--- src/rtl/rcr_pkg.sv ---
// Constants and types for the RTC control-register block
// Assumes a 32.768 kHz crystal time base sampled by the core clock
package rcr_pkg;

    // ==================================================
    // Register map
    localparam logic [3:0] ADDR_CTRL_ONE  = 4'hE;
    localparam logic [3:0] ADDR_CTRL_TWO  = 4'hF;
    localparam logic [7:0] CTRL_ONE_RESET = 8'h00;
    localparam logic [7:0] CTRL_TWO_RESET = 8'h10;
    localparam logic [7:0] UNMAPPED_READ  = 8'h00;

    // ==================================================
    // Periodic interrupt select codes
    localparam logic [2:0] SEL_OFF   = 3'h0;
    localparam logic [2:0] SEL_LOW   = 3'h1;
    localparam logic [2:0] SEL_2HZ   = 3'h2;
    localparam logic [2:0] SEL_1HZ   = 3'h3;
    localparam logic [2:0] SEL_SEC   = 3'h4;
    localparam logic [2:0] SEL_MIN   = 3'h5;
    localparam logic [2:0] SEL_HOUR  = 3'h6;
    localparam logic [2:0] SEL_MONTH = 3'h7;

    // ==================================================
    // Timing: crystal rate in Hz, delays in us, period in s, limits in crystal ticks
    localparam int XTAL_HZ         = 32768;
    localparam int INC_DELAY_US    = 92;
    localparam int INC_DELAY_TICKS = INC_DELAY_US * XTAL_HZ / 1000000;
    localparam int ADJ_PERIOD_S    = 20;
    localparam int ADJ_MAX_US      = 3784;
    localparam int ADJ_MAX_TICKS   = ADJ_MAX_US * XTAL_HZ / 1000000;

    // ==================================================
    // Hour coding
    localparam logic [4:0] HOUR_ZERO = 5'h00;
    localparam logic [4:0] HOUR_TEN  = 5'h0A;
    localparam logic [4:0] HOUR_NOON = 5'h0C;
    localparam logic [5:0] PM_FLAG   = 6'h20;
    localparam logic [5:0] NOON_BCD  = 6'h12;
    localparam logic [5:0] NOON_CODE = 6'h32;

    // ==================================================
    // Types
    typedef enum logic [3:0] {
        MODE_OFF   = 4'h1,
        MODE_LOW   = 4'h2,
        MODE_PULSE = 4'h4,
        MODE_LEVEL = 4'h8
    } rcr_mode_t;

    typedef struct packed {
        logic       weeklyAlarmEnable;
        logic       dailyAlarmEnable;
        logic       hourMode24;
        logic       clockOutDisableB;
        logic       testMode;
        logic       periodicSelectHi;
        logic       periodicSelectMid;
        logic       periodicSelectLo;
    } rcr_ctrl_one_t;

    typedef struct packed {
        logic       thresholdSelect;
        logic       voltageLowFlag;
        logic       scratch;
        logic       oscillationHaltFlag;
        logic       clockOutDisableA;
        logic       periodicIrqFlag;
        logic       weeklyAlarmFlag;
        logic       dailyAlarmFlag;
    } rcr_ctrl_two_t;

    typedef struct packed {
        logic       minuteRoll;
        logic       hourRoll;
        logic       monthRoll;
    } rcr_marks_t;

    typedef struct packed {
        logic       xtal;
        logic       clock_out_control_pin;
        logic       halt;
        logic       vlow;
    } rcr_pins_t;

    // ==================================================
    // Functions
    function automatic rcr_mode_t modeOf(input logic [2:0] sel);
        case (sel)
            SEL_OFF:          modeOf = MODE_OFF;
            SEL_LOW:          modeOf = MODE_LOW;
            SEL_2HZ, SEL_1HZ: modeOf = MODE_PULSE;
            default:          modeOf = MODE_LEVEL;
        endcase
    endfunction

    function automatic logic [5:0] hour12Code(input logic [5:0] bcd24);
        logic [4:0] bin;
        logic [4:0] hr;
        logic [5:0] code;
        bin  = 5'(bcd24[5:4]) * HOUR_TEN + 5'(bcd24[3:0]);
        hr   = (bin == HOUR_ZERO) ? HOUR_NOON : ((bin > HOUR_NOON) ? bin - HOUR_NOON : bin);
        code = (hr >= HOUR_TEN) ? {2'h1, 4'(hr - HOUR_TEN)} : {2'h0, hr[3:0]};
        hour12Code = (bin >= HOUR_NOON) ? (code | PM_FLAG) : code;
    endfunction

endpackage

--- src/rtl/rcr_divider.sv ---
// Sub-second divider: second increment, pulse waveforms, periodic adjustment
// Assumes a one-cycle crystal tick from the core-clock domain
module rcr_divider import rcr_pkg::*; #(
    parameter int SEC_TICKS = XTAL_HZ
) (
    input  wire logic              core_clk,
    input  wire logic              rst,
    input  wire logic              clkEn,
    input  wire logic              xtalTick,
    input  wire logic              restart,
    input  wire logic signed [7:0] adjTicks,
    output logic                   secondTick,
    output logic                   wave1HzLow,
    output logic                   wave2HzLow
);
    localparam int CNT_W = $clog2(SEC_TICKS);
    localparam int SM_W  = $clog2(ADJ_PERIOD_S);
    localparam logic [CNT_W-1:0] LAST  = CNT_W'(SEC_TICKS - 1);
    localparam logic [CNT_W-1:0] HALF  = CNT_W'(SEC_TICKS / 2);
    localparam logic [CNT_W-1:0] QTR   = CNT_W'(SEC_TICKS / 4);
    localparam logic [CNT_W-1:0] INC   = CNT_W'(INC_DELAY_TICKS);
    localparam logic [CNT_W-1:0] ADJPT = CNT_W'(INC_DELAY_TICKS + 1);
    localparam logic [CNT_W-1:0] ONE   = CNT_W'(1);

    typedef struct packed {
        logic [CNT_W-1:0] subCnt;
        logic [7:0]       stall;
        logic [SM_W-1:0]  secMod;
        logic             tickOut;
    } rcr_div_state_t;

    rcr_div_state_t q;
    rcr_div_state_t d;
    logic [7:0]     mag;

    // ==================================================
    // Clamped adjustment magnitude
    function automatic logic [7:0] adjMag(input logic signed [7:0] a);
        logic [7:0] m;
        m = a[7] ? 8'(-a) : 8'(a);
        adjMag = (m > 8'(ADJ_MAX_TICKS)) ? 8'(ADJ_MAX_TICKS) : m;
    endfunction

    // ==================================================
    // Next state
    always_comb begin
        d = q;
        d.tickOut = 1'b0;
        mag = adjMag(adjTicks);
        if (restart) begin
            d.subCnt = '0;
            d.stall  = '0;
        end else if (xtalTick) begin
            if (q.stall != 8'h00) begin
                d.stall = q.stall - 8'h01;
            end else if (q.subCnt == LAST) begin
                d.subCnt = '0;
                d.secMod = (q.secMod == SM_W'(ADJ_PERIOD_S - 1)) ? '0 : q.secMod + SM_W'(1);
            end else if (q.secMod == '0 && q.subCnt == ADJPT) begin
                if (adjTicks[7]) begin
                    d.subCnt = q.subCnt + ONE + CNT_W'(mag);
                end else begin
                    d.subCnt = q.subCnt + ONE;
                    d.stall  = mag;
                end
            end else begin
                d.subCnt  = q.subCnt + ONE;
                d.tickOut = (q.subCnt == INC - ONE);
            end
        end
    end

    always_ff @(posedge core_clk) begin
        if (rst) begin
            q <= '0;
        end else if (clkEn) begin
            q <= d;
        end
    end

    assign secondTick = q.tickOut;
    assign wave1HzLow = q.subCnt < HALF;
    assign wave2HzLow = (q.subCnt < QTR) || (q.subCnt >= HALF && q.subCnt < HALF + QTR);
endmodule

--- src/rtl/rcr_ctrl_regs.sv ---
// Control registers one and two of the RTC with periodic interrupt logic
// Assumes a register port on core_clk; pins and crystal arrive asynchronously
//
// Overview of operation
// - Control one at E: alarm enables, hour mode, clock disable, test, select.
// - Each alarm enable gates its alarm interrupt; weekly D7, daily D6.
// - Hour-mode bit D5: zero means 12-hour with AM/PM, one 24-hour.
// - 12-hour code: midnight 12, noon 32, PM hours 21 to 31.
// - Slow clock out runs when pin high and either disable bit is zero.
// - Test bit zero is normal operation; host keeps it zero.
// - Select 000 off, 001 low, 010 2Hz, 011 1Hz at half duty.
// - Select 100-111 level interrupts per second, minute, hour, month.
// - Level mode interrupt falls one core clock after the second increment.
// - Pulse mode: second increments about 92us after falling edge.
// - Adjustment alters low period or second by up to 3.784ms every 20s.
// - Second write clears sub-second divider; pulse output goes low.
// - Halt event loads control one zero and control two 10h.
// - Control two at F: threshold, low flag, scratch, halt, disable, flags.
// - Threshold select zero picks 2.1 volts, one picks 1.6 volts.
// - Level mode: periodic flag accepts only zero, releasing the output.
// - Halt clears adjustment and controls, stops interrupt, enables slow clock.
// - Voltage-low flag sticks and stops monitoring until written zero.
module rcr_ctrl_regs import rcr_pkg::*; #(
    parameter int SEC_TICKS = XTAL_HZ
) (
    input  wire logic              core_clk,
    input  wire logic              rst,
    input  wire logic              clkEn,
    input  wire logic              xtalClkPin,
    input  wire logic              clockOutControlPin,
    input  wire logic              oscHaltPin,
    input  wire logic              supplyLowPin,
    input  wire logic              regWrEn,
    input  wire logic [3:0]        regAddr,
    input  wire logic [7:0]        regWrData,
    input  wire logic              secondWrite,
    input  wire logic signed [7:0] adjTicks,
    input  wire rcr_marks_t        marks,
    input  wire logic              weeklyMatch,
    input  wire logic              dailyMatch,
    input  wire logic [5:0]        hourBcd24,
    output logic [7:0]             regRdData,
    output logic                   secondTick,
    output logic                   adjClear,
    output logic [5:0]             hourDisplay,
    output logic                   hourMode24,
    output logic                   thresholdSelect,
    output logic                   testMode,
    output logic                   slowClockOutput,
    output logic                   interruptOutN
);

    typedef struct packed {
        rcr_pins_t     sync1;
        rcr_pins_t     sync2;
        logic          prevXtal;
        logic          prevHalt;
        rcr_ctrl_one_t one;
        rcr_ctrl_two_t two;
        logic [7:0]    rdData;
        logic [5:0]    hourDisp;
        logic          clkOut;
        logic          intrN;
        logic          adjClr;
    } rcr_main_state_t;

    localparam rcr_main_state_t STATE_RESET = '{
        one:     CTRL_ONE_RESET,
        two:     CTRL_TWO_RESET,
        intrN:   1'b1,
        default: '0
    };

    rcr_main_state_t q;
    rcr_main_state_t d;
    rcr_ctrl_two_t   wrTwo;
    rcr_mode_t       mode;
    logic [2:0]      sel;
    logic            xtalTick;
    logic            haltRise;
    logic            wrOne;
    logic            wrTwoEn;
    logic            levelHit;
    logic            wave1HzLow;
    logic            wave2HzLow;

    // ==================================================
    // Divider
    rcr_divider #(
        .SEC_TICKS (SEC_TICKS)
    ) u_divider (
        .core_clk   (core_clk),
        .rst        (rst),
        .clkEn      (clkEn),
        .xtalTick   (xtalTick),
        .restart    (secondWrite),
        .adjTicks   (adjTicks),
        .secondTick (secondTick),
        .wave1HzLow (wave1HzLow),
        .wave2HzLow (wave2HzLow)
    );

    // ==================================================
    // Decode
    assign xtalTick = q.sync2.xtal && !q.prevXtal;
    assign haltRise = q.sync2.halt && !q.prevHalt;
    assign wrOne    = regWrEn && regAddr == ADDR_CTRL_ONE;
    assign wrTwoEn  = regWrEn && regAddr == ADDR_CTRL_TWO;
    assign wrTwo    = rcr_ctrl_two_t'(regWrData);
    assign sel      = {q.one.periodicSelectHi, q.one.periodicSelectMid, q.one.periodicSelectLo};
    assign mode     = modeOf(sel);
    assign levelHit = (sel == SEL_SEC)
                   || (sel == SEL_MIN && marks.minuteRoll)
                   || (sel == SEL_HOUR && marks.hourRoll)
                   || (sel == SEL_MONTH && marks.monthRoll);

    // ==================================================
    // Next state
    always_comb begin
        d = q;
        d.sync1    = {xtalClkPin, clockOutControlPin, oscHaltPin, supplyLowPin};
        d.sync2    = q.sync1;
        d.prevXtal = q.sync2.xtal;
        d.prevHalt = q.sync2.halt;
        d.adjClr   = 1'b0;

        // Register writes
        if (wrOne) begin
            d.one = rcr_ctrl_one_t'(regWrData);
        end
        if (wrTwoEn) begin
            d.two.thresholdSelect  = wrTwo.thresholdSelect;
            d.two.scratch          = wrTwo.scratch;
            d.two.clockOutDisableA = wrTwo.clockOutDisableA;
            if (!wrTwo.voltageLowFlag) begin
                d.two.voltageLowFlag = 1'b0;
            end
            if (!wrTwo.oscillationHaltFlag) begin
                d.two.oscillationHaltFlag = 1'b0;
            end
            if (!wrTwo.periodicIrqFlag && mode == MODE_LEVEL) begin
                d.two.periodicIrqFlag = 1'b0;
            end
            if (!wrTwo.weeklyAlarmFlag) begin
                d.two.weeklyAlarmFlag = 1'b0;
            end
            if (!wrTwo.dailyAlarmFlag) begin
                d.two.dailyAlarmFlag = 1'b0;
            end
        end

        // Supply monitor runs only while the flag is clear
        if (q.sync2.vlow && !q.two.voltageLowFlag) begin
            d.two.voltageLowFlag = 1'b1;
        end

        // Periodic interrupt source
        case (mode)
            MODE_LEVEL: begin
                if (secondTick && levelHit) begin
                    d.two.periodicIrqFlag = 1'b1;
                end
            end
            MODE_PULSE: begin
                d.two.periodicIrqFlag = (sel == SEL_2HZ) ? wave2HzLow : wave1HzLow;
            end
            MODE_LOW: begin
                d.two.periodicIrqFlag = 1'b1;
            end
            default: begin
                d.two.periodicIrqFlag = 1'b0;
            end
        endcase

        // Alarm flags, set wins over clear, forced low when disabled
        if (weeklyMatch) begin
            d.two.weeklyAlarmFlag = 1'b1;
        end
        if (dailyMatch) begin
            d.two.dailyAlarmFlag = 1'b1;
        end
        if (!d.one.weeklyAlarmEnable) begin
            d.two.weeklyAlarmFlag = 1'b0;
        end
        if (!d.one.dailyAlarmEnable) begin
            d.two.dailyAlarmFlag = 1'b0;
        end

        // Oscillation halt loads defaults above everything else
        if (haltRise) begin
            d.one    = rcr_ctrl_one_t'(CTRL_ONE_RESET);
            d.two    = rcr_ctrl_two_t'(CTRL_TWO_RESET);
            d.adjClr = 1'b1;
        end

        // Outputs
        d.clkOut = q.sync2.xtal && q.sync2.clock_out_control_pin
                && !(d.one.clockOutDisableB && d.two.clockOutDisableA);
        d.intrN  = !(d.two.periodicIrqFlag || d.two.weeklyAlarmFlag
                || d.two.dailyAlarmFlag);
        d.hourDisp = d.one.hourMode24 ? hourBcd24 : hour12Code(hourBcd24);
        case (regAddr)
            ADDR_CTRL_ONE: d.rdData = q.one;
            ADDR_CTRL_TWO: d.rdData = q.two;
            default:       d.rdData = UNMAPPED_READ;
        endcase
    end

    // ==================================================
    // State register
    always_ff @(posedge core_clk) begin
        if (rst) begin
            q <= STATE_RESET;
        end else if (clkEn) begin
            q <= d;
        end
    end

    assign regRdData       = q.rdData;
    assign adjClear        = q.adjClr;
    assign hourDisplay     = q.hourDisp;
    assign hourMode24      = q.one.hourMode24;
    assign thresholdSelect = q.two.thresholdSelect;
    assign testMode        = q.one.testMode;
    assign slowClockOutput = q.clkOut;
    assign interruptOutN   = q.intrN;
endmodule

--- config.mk ---
export PLATFORM = sky130hd
export DESIGN_NAME = rcr_ctrl_regs
export DESIGN_NICKNAME = d
export VERILOG_FILES = /design/src/rtl/rcr_pkg.sv /design/src/rtl/rcr_divider.sv /design/src/rtl/rcr_ctrl_regs.sv
export SDC_FILE = /design/constraint.sdc
export NUM_CORES = 1
export LEC_CHECK = 0
export BUFFER_PORTS_ARGS = -buffer_cell sky130_fd_sc_hd__buf_2
export CAP_MARGIN = 20
export CORE_AREA = 2 2 96 98
export CTS_BUF_LIST = sky130_fd_sc_hd__clkbuf_4
export DETAILED_ROUTE_END_ITERATION = 10
export DIE_AREA = 0 0 98 100
export MAX_ROUTING_LAYER = met4
export PLACE_DENSITY = 0.84
export SKIP_CTS_REPAIR_TIMING = 1
export SYNTH_ARGS = -nofsm -noshare
export SYNTH_HDL_FRONTEND = slang
export SYNTH_SLANG_ARGS = --single-unit
export TNS_END_PERCENT = 1
--- constraint.sdc ---
create_clock -name core_clk -period 4 [get_ports core_clk]
set_clock_uncertainty 0.2 [all_clocks]
set_input_delay 0.8 -clock core_clk [delete_from_list [all_inputs] [get_ports core_clk]]
set_output_delay 0.8 -clock core_clk [all_outputs]
set_load 0.01 [all_outputs]
# Yosys cells after proc, flatten, opt, wreduce, memory -nomap -nowiden
# Cells that the tools add are included.
op_classes:
  n_reduce_logical: 44
  multipliers: 1
  n_mux: 42
  bitwise_logic: 2
  magnitude_cmp: 8
  eq_ne: 21
  n_addsub: 8
op_table:
  columns: ["op", "n"]
  rows:
  - ["two-way mux 8 bit", 8]
  - ["two-way mux 15 bit", 4]
  - ["< comparator 15 bit, second input constant", 2]
  - ["two-way mux 29 bit", 1]
  - ["two-way mux 5 bit", 5]
  - ["two-way mux 23 bit", 1]
  - ["two-way mux 6 bit", 3]
  - ["two-way mux 1 bit", 16]
  - ["two-way mux 16 bit", 1]
  - ["case mux 8 bit (2 select lines)", 1]
  - ["adder 15 x 1 -> 15 bit, second input constant", 1]
  - ["adder 15 x 8 -> 15 bit", 1]
  - ["equality test 15 bit, second input constant", 1]
  - ["equality test 15 x 2 -> 1 bit, second input constant", 1]
  - ["equality test 15 x 3 -> 1 bit, second input constant", 1]
  - [">= comparator 15 bit, second input constant", 1]
  - ["logical AND 1 bit", 15]
  - ["< comparator 15 x 14 -> 1 bit, second input constant", 1]
  - ["equality test 3 bit, second input constant", 4]
  - ["equality test 4 bit, second input constant", 3]
  - ["case mux 4 bit (3 select lines)", 1]
  - [">= comparator 5 x 4 -> 1 bit, second input constant", 2]
  - ["zero test 5 bit", 2]
  - ["AND reduction 5 bit", 2]
  - ["other kinds (29)", 48]
word_totals:
  input_bits: 40
  output_inout_bits: 21
  wordCells: 161
  reg_bits: 72

# Depth between registers and ports, before layout
# Gate-level depths: netlist (run 1).
depth:
  ltp_word: 13
  ltp_mapped: 18
  ltp_nobuf: 18

# Modules after synthesis
# From an unflattened synthesis (run 1), not the netlist that was laid out.
hier_totals:
  hier_cells: 583
  area_unflattened_um2: 4807.1
by_module_without_submodules:
  columns: ["mod", "cells_each", "instances", "area_each_um2", "seq_area_each_um2"]
  rows:
  - ["rcr_divider", 309, 1, 2426.1, 580.6]
  - ["rcr_ctrl_regs", 274, 1, 2381.0, 860.8]

# Worst setup path after synthesis (run 1)
# OpenSTA, ideal clock, no wires.
synth_timing:
  kind: "in2reg"
  startpoint: "input port adjTicks[3]"
  endpoint: "register u_divider.q[22] in the netlist's numbering"
  path_stages: 15
  t_required_ps: 3680
  arrival_time_ps: 3571
  setup_time_ps: 120
  setup_slack_ps: 109
  n_path_buf: 0
  cell_sequence: "or3_1 -> o31ai_2 -> xor2_1 -> nor4_1 -> nor2b_1 -> nor2_1 -> nand2_1 -> ha_1 -> fa_1 -> a21o_1 -> a21oi_1 -> o21ai_0 -> o2111ai_1 -> a211oi_1 -> o31a_1"
synth_via:
  elab_chain_cells: 11
synth_lines:
  columns: ["element", "line_no", "text"]
  rows:
  - ["start, declared", "rcr_ctrl_regs.sv:37", "input wire logic signed [7:0] adjTicks,"]
  - ["negator 8 bit", "rcr_divider.sv:40", "m = a[7] ? 8'(-a) : 8'(a);"]
  - ["two-way mux 8 bit *", "rcr_divider.sv:40", null]
  - ["greater-than comparator 8 x 7 -> 1 bit", "rcr_divider.sv:41", "adjMag = (m > 8'(ADJ_MAX_TICKS)) ? 8'(ADJ_MAX_TICKS) : m;"]
  - ["two-way mux 8 bit *", "rcr_divider.sv:41", null]
  - ["adder 15 x 8 -> 15 bit *", "rcr_divider.sv:61", "d.subCnt = q.subCnt + ONE + CNT_W'(mag);"]
  - ["two-way mux 15 bit *", "rcr_divider.sv:60", "if (adjTicks[7]) begin"]
  - ["two-way mux 15 bit *", "rcr_divider.sv:59", "end else if (q.secMod == '0 && q.subCnt == ADJPT) begin"]
  - ["two-way mux 15 bit *", "rcr_divider.sv:56", "end else if (q.subCnt == LAST) begin"]
  - ["two-way mux 15 bit *", "rcr_divider.sv:54", "if (q.stall != 8'h00) begin"]
  - ["two-way mux 29 bit *", "rcr_divider.sv:53", "end else if (xtalTick) begin"]
  - ["two-way mux 23 bit *", "rcr_divider.sv:50", "if (restart) begin"]
  - ["end signal, assigned", "rcr_divider.sv:75", "q <= '0;"]
  - ["end signal, assigned", "rcr_divider.sv:77", "q <= d;"]
  - ["end, declared", "rcr_divider.sv:32", "rcr_div_state_t q;"]
# Mark *: on every way between the ends. The rest lies on a longest branch, timed or not. The select of a mux whose other input is x is not followed.
# A chain may end at the register's enable or synchronous reset.

# Worst setup path in the final report (run 1)
# Ends and elaborated chain as after synthesis.

==> qor.csv, run 1 <==
stage,metric,value,unit
sta,fin_crit_sh,95.4,%
synth,synth_top_area_share,31.2,%
placement,place_area,4950,µm²
detailed_routing,wl_per_cell,14.9,µm
critical_path,max_stage_delay,0.46,ns
sta,rsz0062_at_grt,no,
sta,period_needed,3.82,ns
detailed_routing,ant_nets,0,
clocking,cts_sinks,72,
run_status,status,completed,
placement,dpl.cell_count,720,
sta,tightest_slew,0.946,ns
sta,max_freq,262,MHz
finish,layout.nets,683,
critical_path,slowest_stage,or3_1,
critical_path,critPathRequiredTime,4.12,ns
critical_path,start_kind,input pin,
synth,yosysUniqueCellTypes,74,
finish,ff_latch_area,1440,µm²
global_routing,grt_start_max_net_pins,41,
synth,synth_most_common_cell,dfxtp_1,
critical_path,regToRegSetupSlack,1.14,ns
global_routing,grt_antenna_before_repair,0,
critical_path,worstRegToRegCells,7,
critical_path,crit_chain,"buf_2, or3_1, o31ai_4, xor2_1, nor4_1, nor2b_1, nor2_1, nand2_1, ha_1, fa_1, a21o_1, a21oi_1, o21ai_0, o2111ai_1, a211oi_1, o31a_1",
synth,ys_warn_count,0,
sta,maxSlewViolCount,0,
synth,synth-edff-count,0,
worst_hold_path,hold_class,flip-flop to flip-flop,
detailed_routing,routed_wl,11000,µm
critical_path,critPathCaptureType,flip-flop,
synth,mappedNetlistNets,638,
detailed_routing,viasPerCell,5.93,
floorplan,start_util,52.0,%
sta,setup_viol,0,
floorplan,core_area,8890,µm²
clocking,clk_path_buf_depth,2,
finish,stdcell_count,736,
critical_path,r2r-end,u_divider.q[23],
synth,ys_seq_area_share,31.2,%
floorplan,die_h,100,µm
sta,slew-limit-headroom,36.9,%
clocking,cts-htree-levels,3,
global_routing,grt.total_usage,23.3,%
synth,synth_flop_cell,dfxtp_1,
placement,portBuffers,60,
placement,dp_hpwl,8150,µm
synth,ys_ff_latch,72,
job,cap_violations,0,
finish,diodes,0,
placement,globalplace.congestion,0.885,
critical_path,startpoint,adjTicks[3],
power,ir_drop,0.197,mV
synth,async_reset_ff_share,0,%
finish,multi_input_area,2890,µm²
power,p_per_area,304,nW/µm²
critical_path,reg2reg_from,u_divider.q[6],
global_routing,grt_pass1_vias,4237,
synth,syn_area,4620,µm²
detailed_routing,dr.pass1.iters,5,
floorplan,fp.dieW,98,µm
clocking,clk_latency,0.42,ns
detailed_routing,num_vias,4363,
clocking,clkSlewWorstSetupHoldPaths,0.12,ns
clocking,cts_tree,yes,
synth,netlist_instances,575,
finish,fillers,790,
synth,ys_top_cells_by_count,"dfxtp_1 (72), nor2_1 (70), nand2_1 (50), a21oi_1 (48), nand3_1 (25)",
critical_path,crit_type,input pin to flip-flop,
sta,hold_viol,0,
critical_path,cp.arrival,3.94,ns
floorplan,io_pins,61,
floorplan,num_rows,35,
finish,drive_gt1_share,17.8,%
critical_path,cp-endpoint,u_divider.q[22],
synth,synth_top_area_cell,dfxtp_1,
finish,fin_area,5120,µm²
global_routing,overflow,0,
critical_path,cp_max_fo,4,
synth,synth_top_cells_by_area,"dfxtp_1 (31%), ha_1 (5.7%), nor2_1 (5.7%)",
power,power,1550,µW
floorplan,die-area,9800,µm²
finish,synthToLayoutAreaGrowth,10.7,%
clocking,cts_buffers,9,
detailed_routing,remaining_drc_errors,0,
global_routing,grt_pass1_wl,18600,µm
clocking,cts_root_buffer,clkbuf_4,
power,leakage,0.00208,µW
synth,post_synth.cell_area_avg,8.04,µm²
detailed_routing,drt_iter0_drc,280,
## per-stage QoR
step / setup TNS (ns) / util, % / hold WS (ns) / setup slack, ns
after floorplan: 0 / - / 0.232 / 0.109
after global placement: -0.0483 / 55.7 / 0.244 / -0.0483
after detailed placement: -0.868 / 55.7 / 0.253 / -0.252
after CTS: 0 / 57.5 / 0.269 / 0.188
after global routing: 0 / 57.6 / 0.293 / 0.00324
final: 0 / 57.6 / 0.264 / 0.183
## layout make-up
class,instances,area share [%]
well taps,111,2.71
multi-input cells,441,56.5
inverters,23,1.69
clock buffers,9,1.32
flip-flops and latches,72,28.2
repair buffers,73,7.78
clock inverters,7,1.83
## critical path: cells and delay by family
kind,cells,cell delay (ns)
AOI/OAI and AO/OA,7,1.27
xor gates and xnor gates,1,0.20
adders and majority gates,2,0.60
buffers and inverters,1,0.11
and+or+nand+nor,5,0.95
## power breakdown
part	switching (µW)	internal, µW
combinational	167	120
sequential	10.4	734
clock	270	253
## cell families (layout without fill, tap and decap cells)
group,after synthesis,in the layout,synth area share [%]
AO/OA/AOI/OAI,149,149,20.9
XOR/XNOR,21,21,3.98
adder cells (fa/ha/maj),23,23,6.55
buffers and inverters,62,112,6.47
flip-flops,72,72,31.2
multiplexers,32,32,7.25
other,1,1,0.0811
AND/OR/NAND/NOR,215,215,23.5
## state kept, by name, indices dropped and copies added, names as in the netlist, 6 cells and up
signal	flops
q	17
u_divider.q	28
d	6
hourDisplay	6
regRdData	8
## cell usage in the layout (no fill, tap or decap), drive strengths merged, types with 4 or more instances in the layout
cell    count
and3       10
inv        24
xor2       10
xnor2      11
nor3b       4
nor4       10
nor2b       6
nor3       10
o21ai      32
dfxtp      72
nand4       6
o31ai       5
nand2      51
clkbuf      9
mux2i      20
nor2       71
nand3      25
a21oi      48
and2        5
mux2       12
a31oi       6
a22oi      17
a211oi      7
nand2b      7
buf        73
ha         21
## routing by layer
metal	GRT usage [%]	part of all wire, %
met2	37.1	47
met1	29.2	46
met5	-	0
met3	3.97	4.8
met4	10.3	2.3
## worst min-delay path by stage
stage	from	end	depth (start not counted)
final	regRdData[5]	regRdData[5]	2
after global routing	regRdData[5]	regRdData[5]	2
after CTS	regRdData[5]	regRdData[5]	2
after detailed placement	regRdData[5]	regRdData[5]	2
after global placement	regRdData[5]	regRdData[5]	2
after floorplan	regRdData[5]	regRdData[5]	2
(Power assumes the default switching activity.)
==> run 2, diff against run 1 <==
Settings changed: CORE_AREA 2 2 96 98 to 10 10 104 106, DIE_AREA 0 0 98 100 to 0 0 114 116, PLACE_DENSITY 0.84 to 0.77.
==> run 2 against run 1 <==
Against the previous run:
- fmax is 0.96% higher
- sequential power is essentially flat
- global-route usage down 5.7 points
- combinational power about the same
- non-clock buffer count unchanged
- critical endpoint unchanged
==> qor.csv, run 2 (same netlist as run 1, synthesis figures left out) <==
stage,metric,value,unit
global_routing,grt_pass1_wl,18900,µm
detailed_routing,ant_nets,0,
placement,place_area,4940,µm²
clocking,clkSlewWorstSetupHoldPaths,0.12,ns
sta,rsz0062_at_grt,no,
floorplan,start_util,53.3,%
sta,hold_viol,0,
global_routing,grt.total_usage,17.6,%
placement,dp_hpwl,8730,µm
job,cap_violations,0,
power,p_per_area,314,nW/µm²
detailed_routing,dr.pass1.iters,4,
worst_hold_path,hold_class,flip-flop to flip-flop,
critical_path,reg2reg_from,u_divider.q[6],
finish,final_cell_mix,"dfxtp_1 (72), nor2_1 (70), buf_2 (60)",
detailed_routing,wl_per_cell,15.7,µm
placement,globalplace.congestion,0.905,
floorplan,die_h,116,µm
sta,period_needed,3.78,ns
critical_path,critPathCaptureType,flip-flop,
power,leakage,0.00209,µW
critical_path,crit_type,input pin to flip-flop,
sta,whs,0.258,ns
critical_path,start_kind,input pin,
finish,largest-register,u_divider.q,
detailed_routing,remaining_drc_errors,0,
critical_path,startpoint,adjTicks[3],
finish,utilization,59.0,%
critical_path,max_stage_delay,0.44,ns
sta,maxSlewViolCount,0,
finish,synthToLayoutAreaGrowth,10.7,%
finish,largest_reg_flops,28,
finish,layout.nets,683,
detailed_routing,viasPerCell,5.85,
clocking,cts_sinks,72,
sta,max_freq,264,MHz
sta,slew-limit-headroom,37.3,%
run_status,status,completed,
global_routing,overflow,0,
critical_path,critPathRequiredTime,4.12,ns
global_routing,grt_start_max_net_pins,44,
floorplan,io_pins,61,
finish,fin_area,5120,µm²
floorplan,num_rows,34,
critical_path,cp.arrival,3.90,ns
placement,dpl.cell_count,717,
detailed_routing,drt_iter0_drc,249,
worst_hold_path,hold_start,regRdData[5],
global_routing,grt_antenna_before_repair,0,
finish,final_common_cell,dfxtp_1,
finish,stdcell_count,732,
clocking,clk_path_buf_depth,2,
critical_path,slowest_stage,or3_1,
clocking,cts-htree-levels,3,
sta,fin_crit_sh,94.5,%
power,power,1610,µW
clocking,cts_tree,yes,
floorplan,fp.dieW,114,µm
clocking,cts_root_buffer,clkbuf_4,
floorplan,core_area,8680,µm²
finish,diodes,0,
critical_path,cp_max_fo,4,
global_routing,grt_pass1_vias,4197,
detailed_routing,routed_wl,11500,µm
sta,setup_viol,0,
clocking,cts_buffers,9,
critical_path,crit_chain,"buf_2, or3_1, o31ai_2, xor2_1, nor4_1, nor2b_1, nor2_1, nand2_1, ha_1, fa_1, a21o_1, a21oi_1, o21ai_0, o2111ai_1, a211oi_1, o31a_1",
floorplan,die-area,13200,µm²
clocking,clk_latency,0.43,ns
finish,drive_gt1_share,17.8,%
power,ir_drop,0.149,mV
sta,tightest_slew,0.941,ns
placement,portBuffers,60,
detailed_routing,num_vias,4279,
[run 2: per-layer routing]
metal / GRT usage (%) / wire [µm] / vias to the layer above
met5: - / 0 / -
met4: 6.18 / 145 / 0
met3: 3.93 / 601 / 14
met2: 29.2 / 5550 / 102
met1: 20.5 / 5210 / 2013
li1: - / - / 2150
[run 2: final timing paths]
path,slack (ns),cells after the start,to
max reg2reg,1.13,7,u_divider.q[23]
min reg2reg,0.26,2,regRdData[5]
max,0.22,16,u_divider.q[22]
min,0.26,2,regRdData[5]
[run 2: area by class of cell]
type | count | area [µm²]
Fill cell | 795 | 3560
Multi-Input combinational cell | 441 | 2880
Timing Repair Buffer | 73 | 398
Inverter | 23 | 86.3
Sequential cell | 72 | 1440
Clock inverter | 6 | 109
Tap cell | 108 | 135
Clock buffer | 9 | 67.6
[run 2: stage by stage]
stage                     setup slack, ns  setup TNS (ns)
after global routing               0.0706               0
after CTS                           0.262               0
after floorplan                     0.109               0
final                               0.219               0
after detailed placement           -0.195          -0.543
after global placement            -0.0612         -0.0612
[run 2: power by group]
group | total (µW) | leakage [µW] | internal, µW | switching [µW]
logic | 287 | 0.00141 | 120 | 167
clock network | 576 | 0.0000957 | 312 | 264
registers | 744 | 0.000583 | 734 | 10.3
[run 2: worst max-delay path: cells and delay by family]
| kind | cells | cell delay (ns) |
|---|---|---|
| fa+ha+maj | 2 | 0.61 |
| buf+inv | 1 | 0.10 |
| xor+xnor | 1 | 0.18 |
| simple gates | 5 | 0.93 |
| compound gates | 7 | 1.28 |
==> run 3, diff against run 2 <==
Settings changed: CORE_AREA 10 10 104 106 to 10 10 113 115, DIE_AREA 0 0 114 116 to 0 0 123 125, PLACE_DENSITY 0.77 to 0.66.
==> run 3 against run 2 <==
Against the previous run:
- clock-buffer cell count rose by 1
- clock power down 5.2%
- final area is 0.98% higher
- first-iteration DRC count rose by 0.80%
- combinational power about the same
- worst setup slack improved by 0.055 ns
- worst hold slack improved by 0.0097 ns
- largest cell class unchanged
- largest power group unchanged
- highest routed layer unchanged
==> qor.csv, run 3 (same netlist as run 1, synthesis figures left out) <==
stage,metric,value,unit
power,ir_drop,0.167,mV
sta,maxSlewViolCount,0,
sta,setup_viol,0,
global_routing,grt.total_usage,15.7,%
floorplan,num_rows,38,
sta,layout_setup_ws,0.274,ns
critical_path,critPathRequiredTime,4.10,ns
detailed_routing,remaining_drc_errors,0,
global_routing,overflow,0,
floorplan,core_area,10600,µm²
placement,portBuffers,60,
finish,stdcell_count,766,
clocking,clkSlewWorstSetupHoldPaths,0.14,ns
critical_path,slowest_stage,or3_1,
power,leakage,0.00209,µW
floorplan,start_util,43.6,%
placement,dpl.cell_count,749,
detailed_routing,ant_nets,0,
placement,place_ws,-0.182,ns
detailed_routing,drt_iter0_drc,251,
critical_path,cp_max_fo,4,
floorplan,io_pins,61,
critical_path,crit_chain,"buf_2, or3_1, o31ai_4, xor2_1, nor4_1, nor2b_1, nor2_2, nand2_1, ha_1, fa_1, a21o_1, a21oi_1, o21ai_0, o2111ai_1, a211oi_1, o31a_1",
global_routing,grt_antenna_before_repair,1,
global_routing,grt_pass1_vias,4325,
sta,rsz0062_at_grt,no,
sta,finalSetupTns,0,ns
sta,whs,0.268,ns
power,p_per_area,305,nW/µm²
detailed_routing,wl_per_cell,15.3,µm
finish,synthToLayoutAreaGrowth,11.8,%
clocking,cts_root_buffer,clkbuf_4,
detailed_routing,routed_wl,11700,µm
floorplan,fp.dieW,123,µm
detailed_routing,dr.pass1.iters,5,
critical_path,start_kind,input pin,
critical_path,cp.arrival,3.83,ns
sta,fin_crit_sh,93.2,%
clocking,cts_tree,yes,
clocking,cts_sinks,72,
sta,tightest_slew,0.807,ns
finish,final_cell_mix,"dfxtp_1 (72), nor2_1 (69), buf_2 (60)",
critical_path,critPathCaptureType,flip-flop,
finish,largest-register,u_divider.q,
clocking,cts_buffers,9,
job,cap_violations,0,
global_routing,grt_start_max_net_pins,44,
finish,fillers,1018,
clocking,clk_path_buf_depth,2,
finish,drive_gt1_share,18.2,%
run_status,status,completed,
sta,slew-limit-headroom,45.8,%
clocking,clk_latency,0.42,ns
floorplan,die-area,15400,µm²
clocking,cts-htree-levels,3,
critical_path,max_stage_delay,0.47,ns
finish,final_common_cell,dfxtp_1,
worst_hold_path,hold_class,flip-flop to flip-flop,
critical_path,crit_type,input pin to flip-flop,
detailed_routing,viasPerCell,5.65,
finish,largest_reg_flops,28,
placement,dp_hpwl,8790,µm
global_routing,grt_pass1_wl,19900,µm
sta,period_needed,3.73,ns
floorplan,die_h,125,µm
placement,globalplace.congestion,0.875,
sta,max_freq,268,MHz
sta,hold_viol,0,
detailed_routing,num_vias,4327,
finish,layout.nets,683,
[run 3: through the flow]
step | power, µW | instance area (µm²) | utilization, %
after CTS | 1590 | 5150 | 48.6
after floorplan | 962 | 4620 | -
after detailed placement | 1040 | 4980 | 47.0
after global routing | 1660 | 5170 | 48.8
final | 1580 | 5170 | 48.8
after global placement | 1030 | 4980 | 47.0
[run 3: area by class of cell]
cell class                      instances  area, µm²  share of cell area, %
Timing Repair Buffer                   73        398                   7.70
Sequential cell                        72       1440                   27.9
Clock inverter                          6       93.8                   1.82
Multi-Input combinational cell        441       2900                   56.1
Antenna cell                            1       2.50                 0.0484
Clock buffer                           10       75.1                   1.45
Tap cell                              140        175                   3.39
Inverter                               23       86.3                   1.67
[run 3: final timing paths]
check	start	endpoint	slack, ns	cells past startpoint
max	adjTicks[3]	u_divider.q[22]	0.27	16
min	regRdData[5]	regRdData[5]	0.27	2
min reg2reg	regRdData[5]	regRdData[5]	0.27	2
max reg2reg	u_divider.q[16]	u_divider.q[21]	1.37	11
[run 3: worst max-delay path: cells and delay by family]
kind                     cells  cell delay [ns]
AND/OR/NAND/NOR              5             0.93
adder cells (fa/ha/maj)      2             0.60
AO/OA/AOI/OAI                7             1.22
buffers and inverters        1             0.10
XOR/XNOR                     1             0.17
[run 3: metal layers]
| layer | part of all wire (%) | up-vias | GRT usage [%] | wire [µm] |
|---|---|---|---|---|
| met1 | 45 | 2026 | 19.7 | 5300 |
| li1 | - | 2147 | - | - |
| met4 | 1.5 | 0 | 4.93 | 172 |
| met5 | 0 | - | - | 0 |
| met3 | 5.4 | 16 | 1.98 | 633 |
| met2 | 48 | 138 | 25.5 | 5610 |
[run 3: power by group]
| part | internal [µW] | leakage [µW] | switching, µW |
|---|---|---|---|
| logic | 119 | 0.00142 | 166 |
| registers | 734 | 0.000583 | 10.3 |
| clock network | 264 | 0.0000868 | 282 |
| total | 1120 | 0.00209 | 459 |
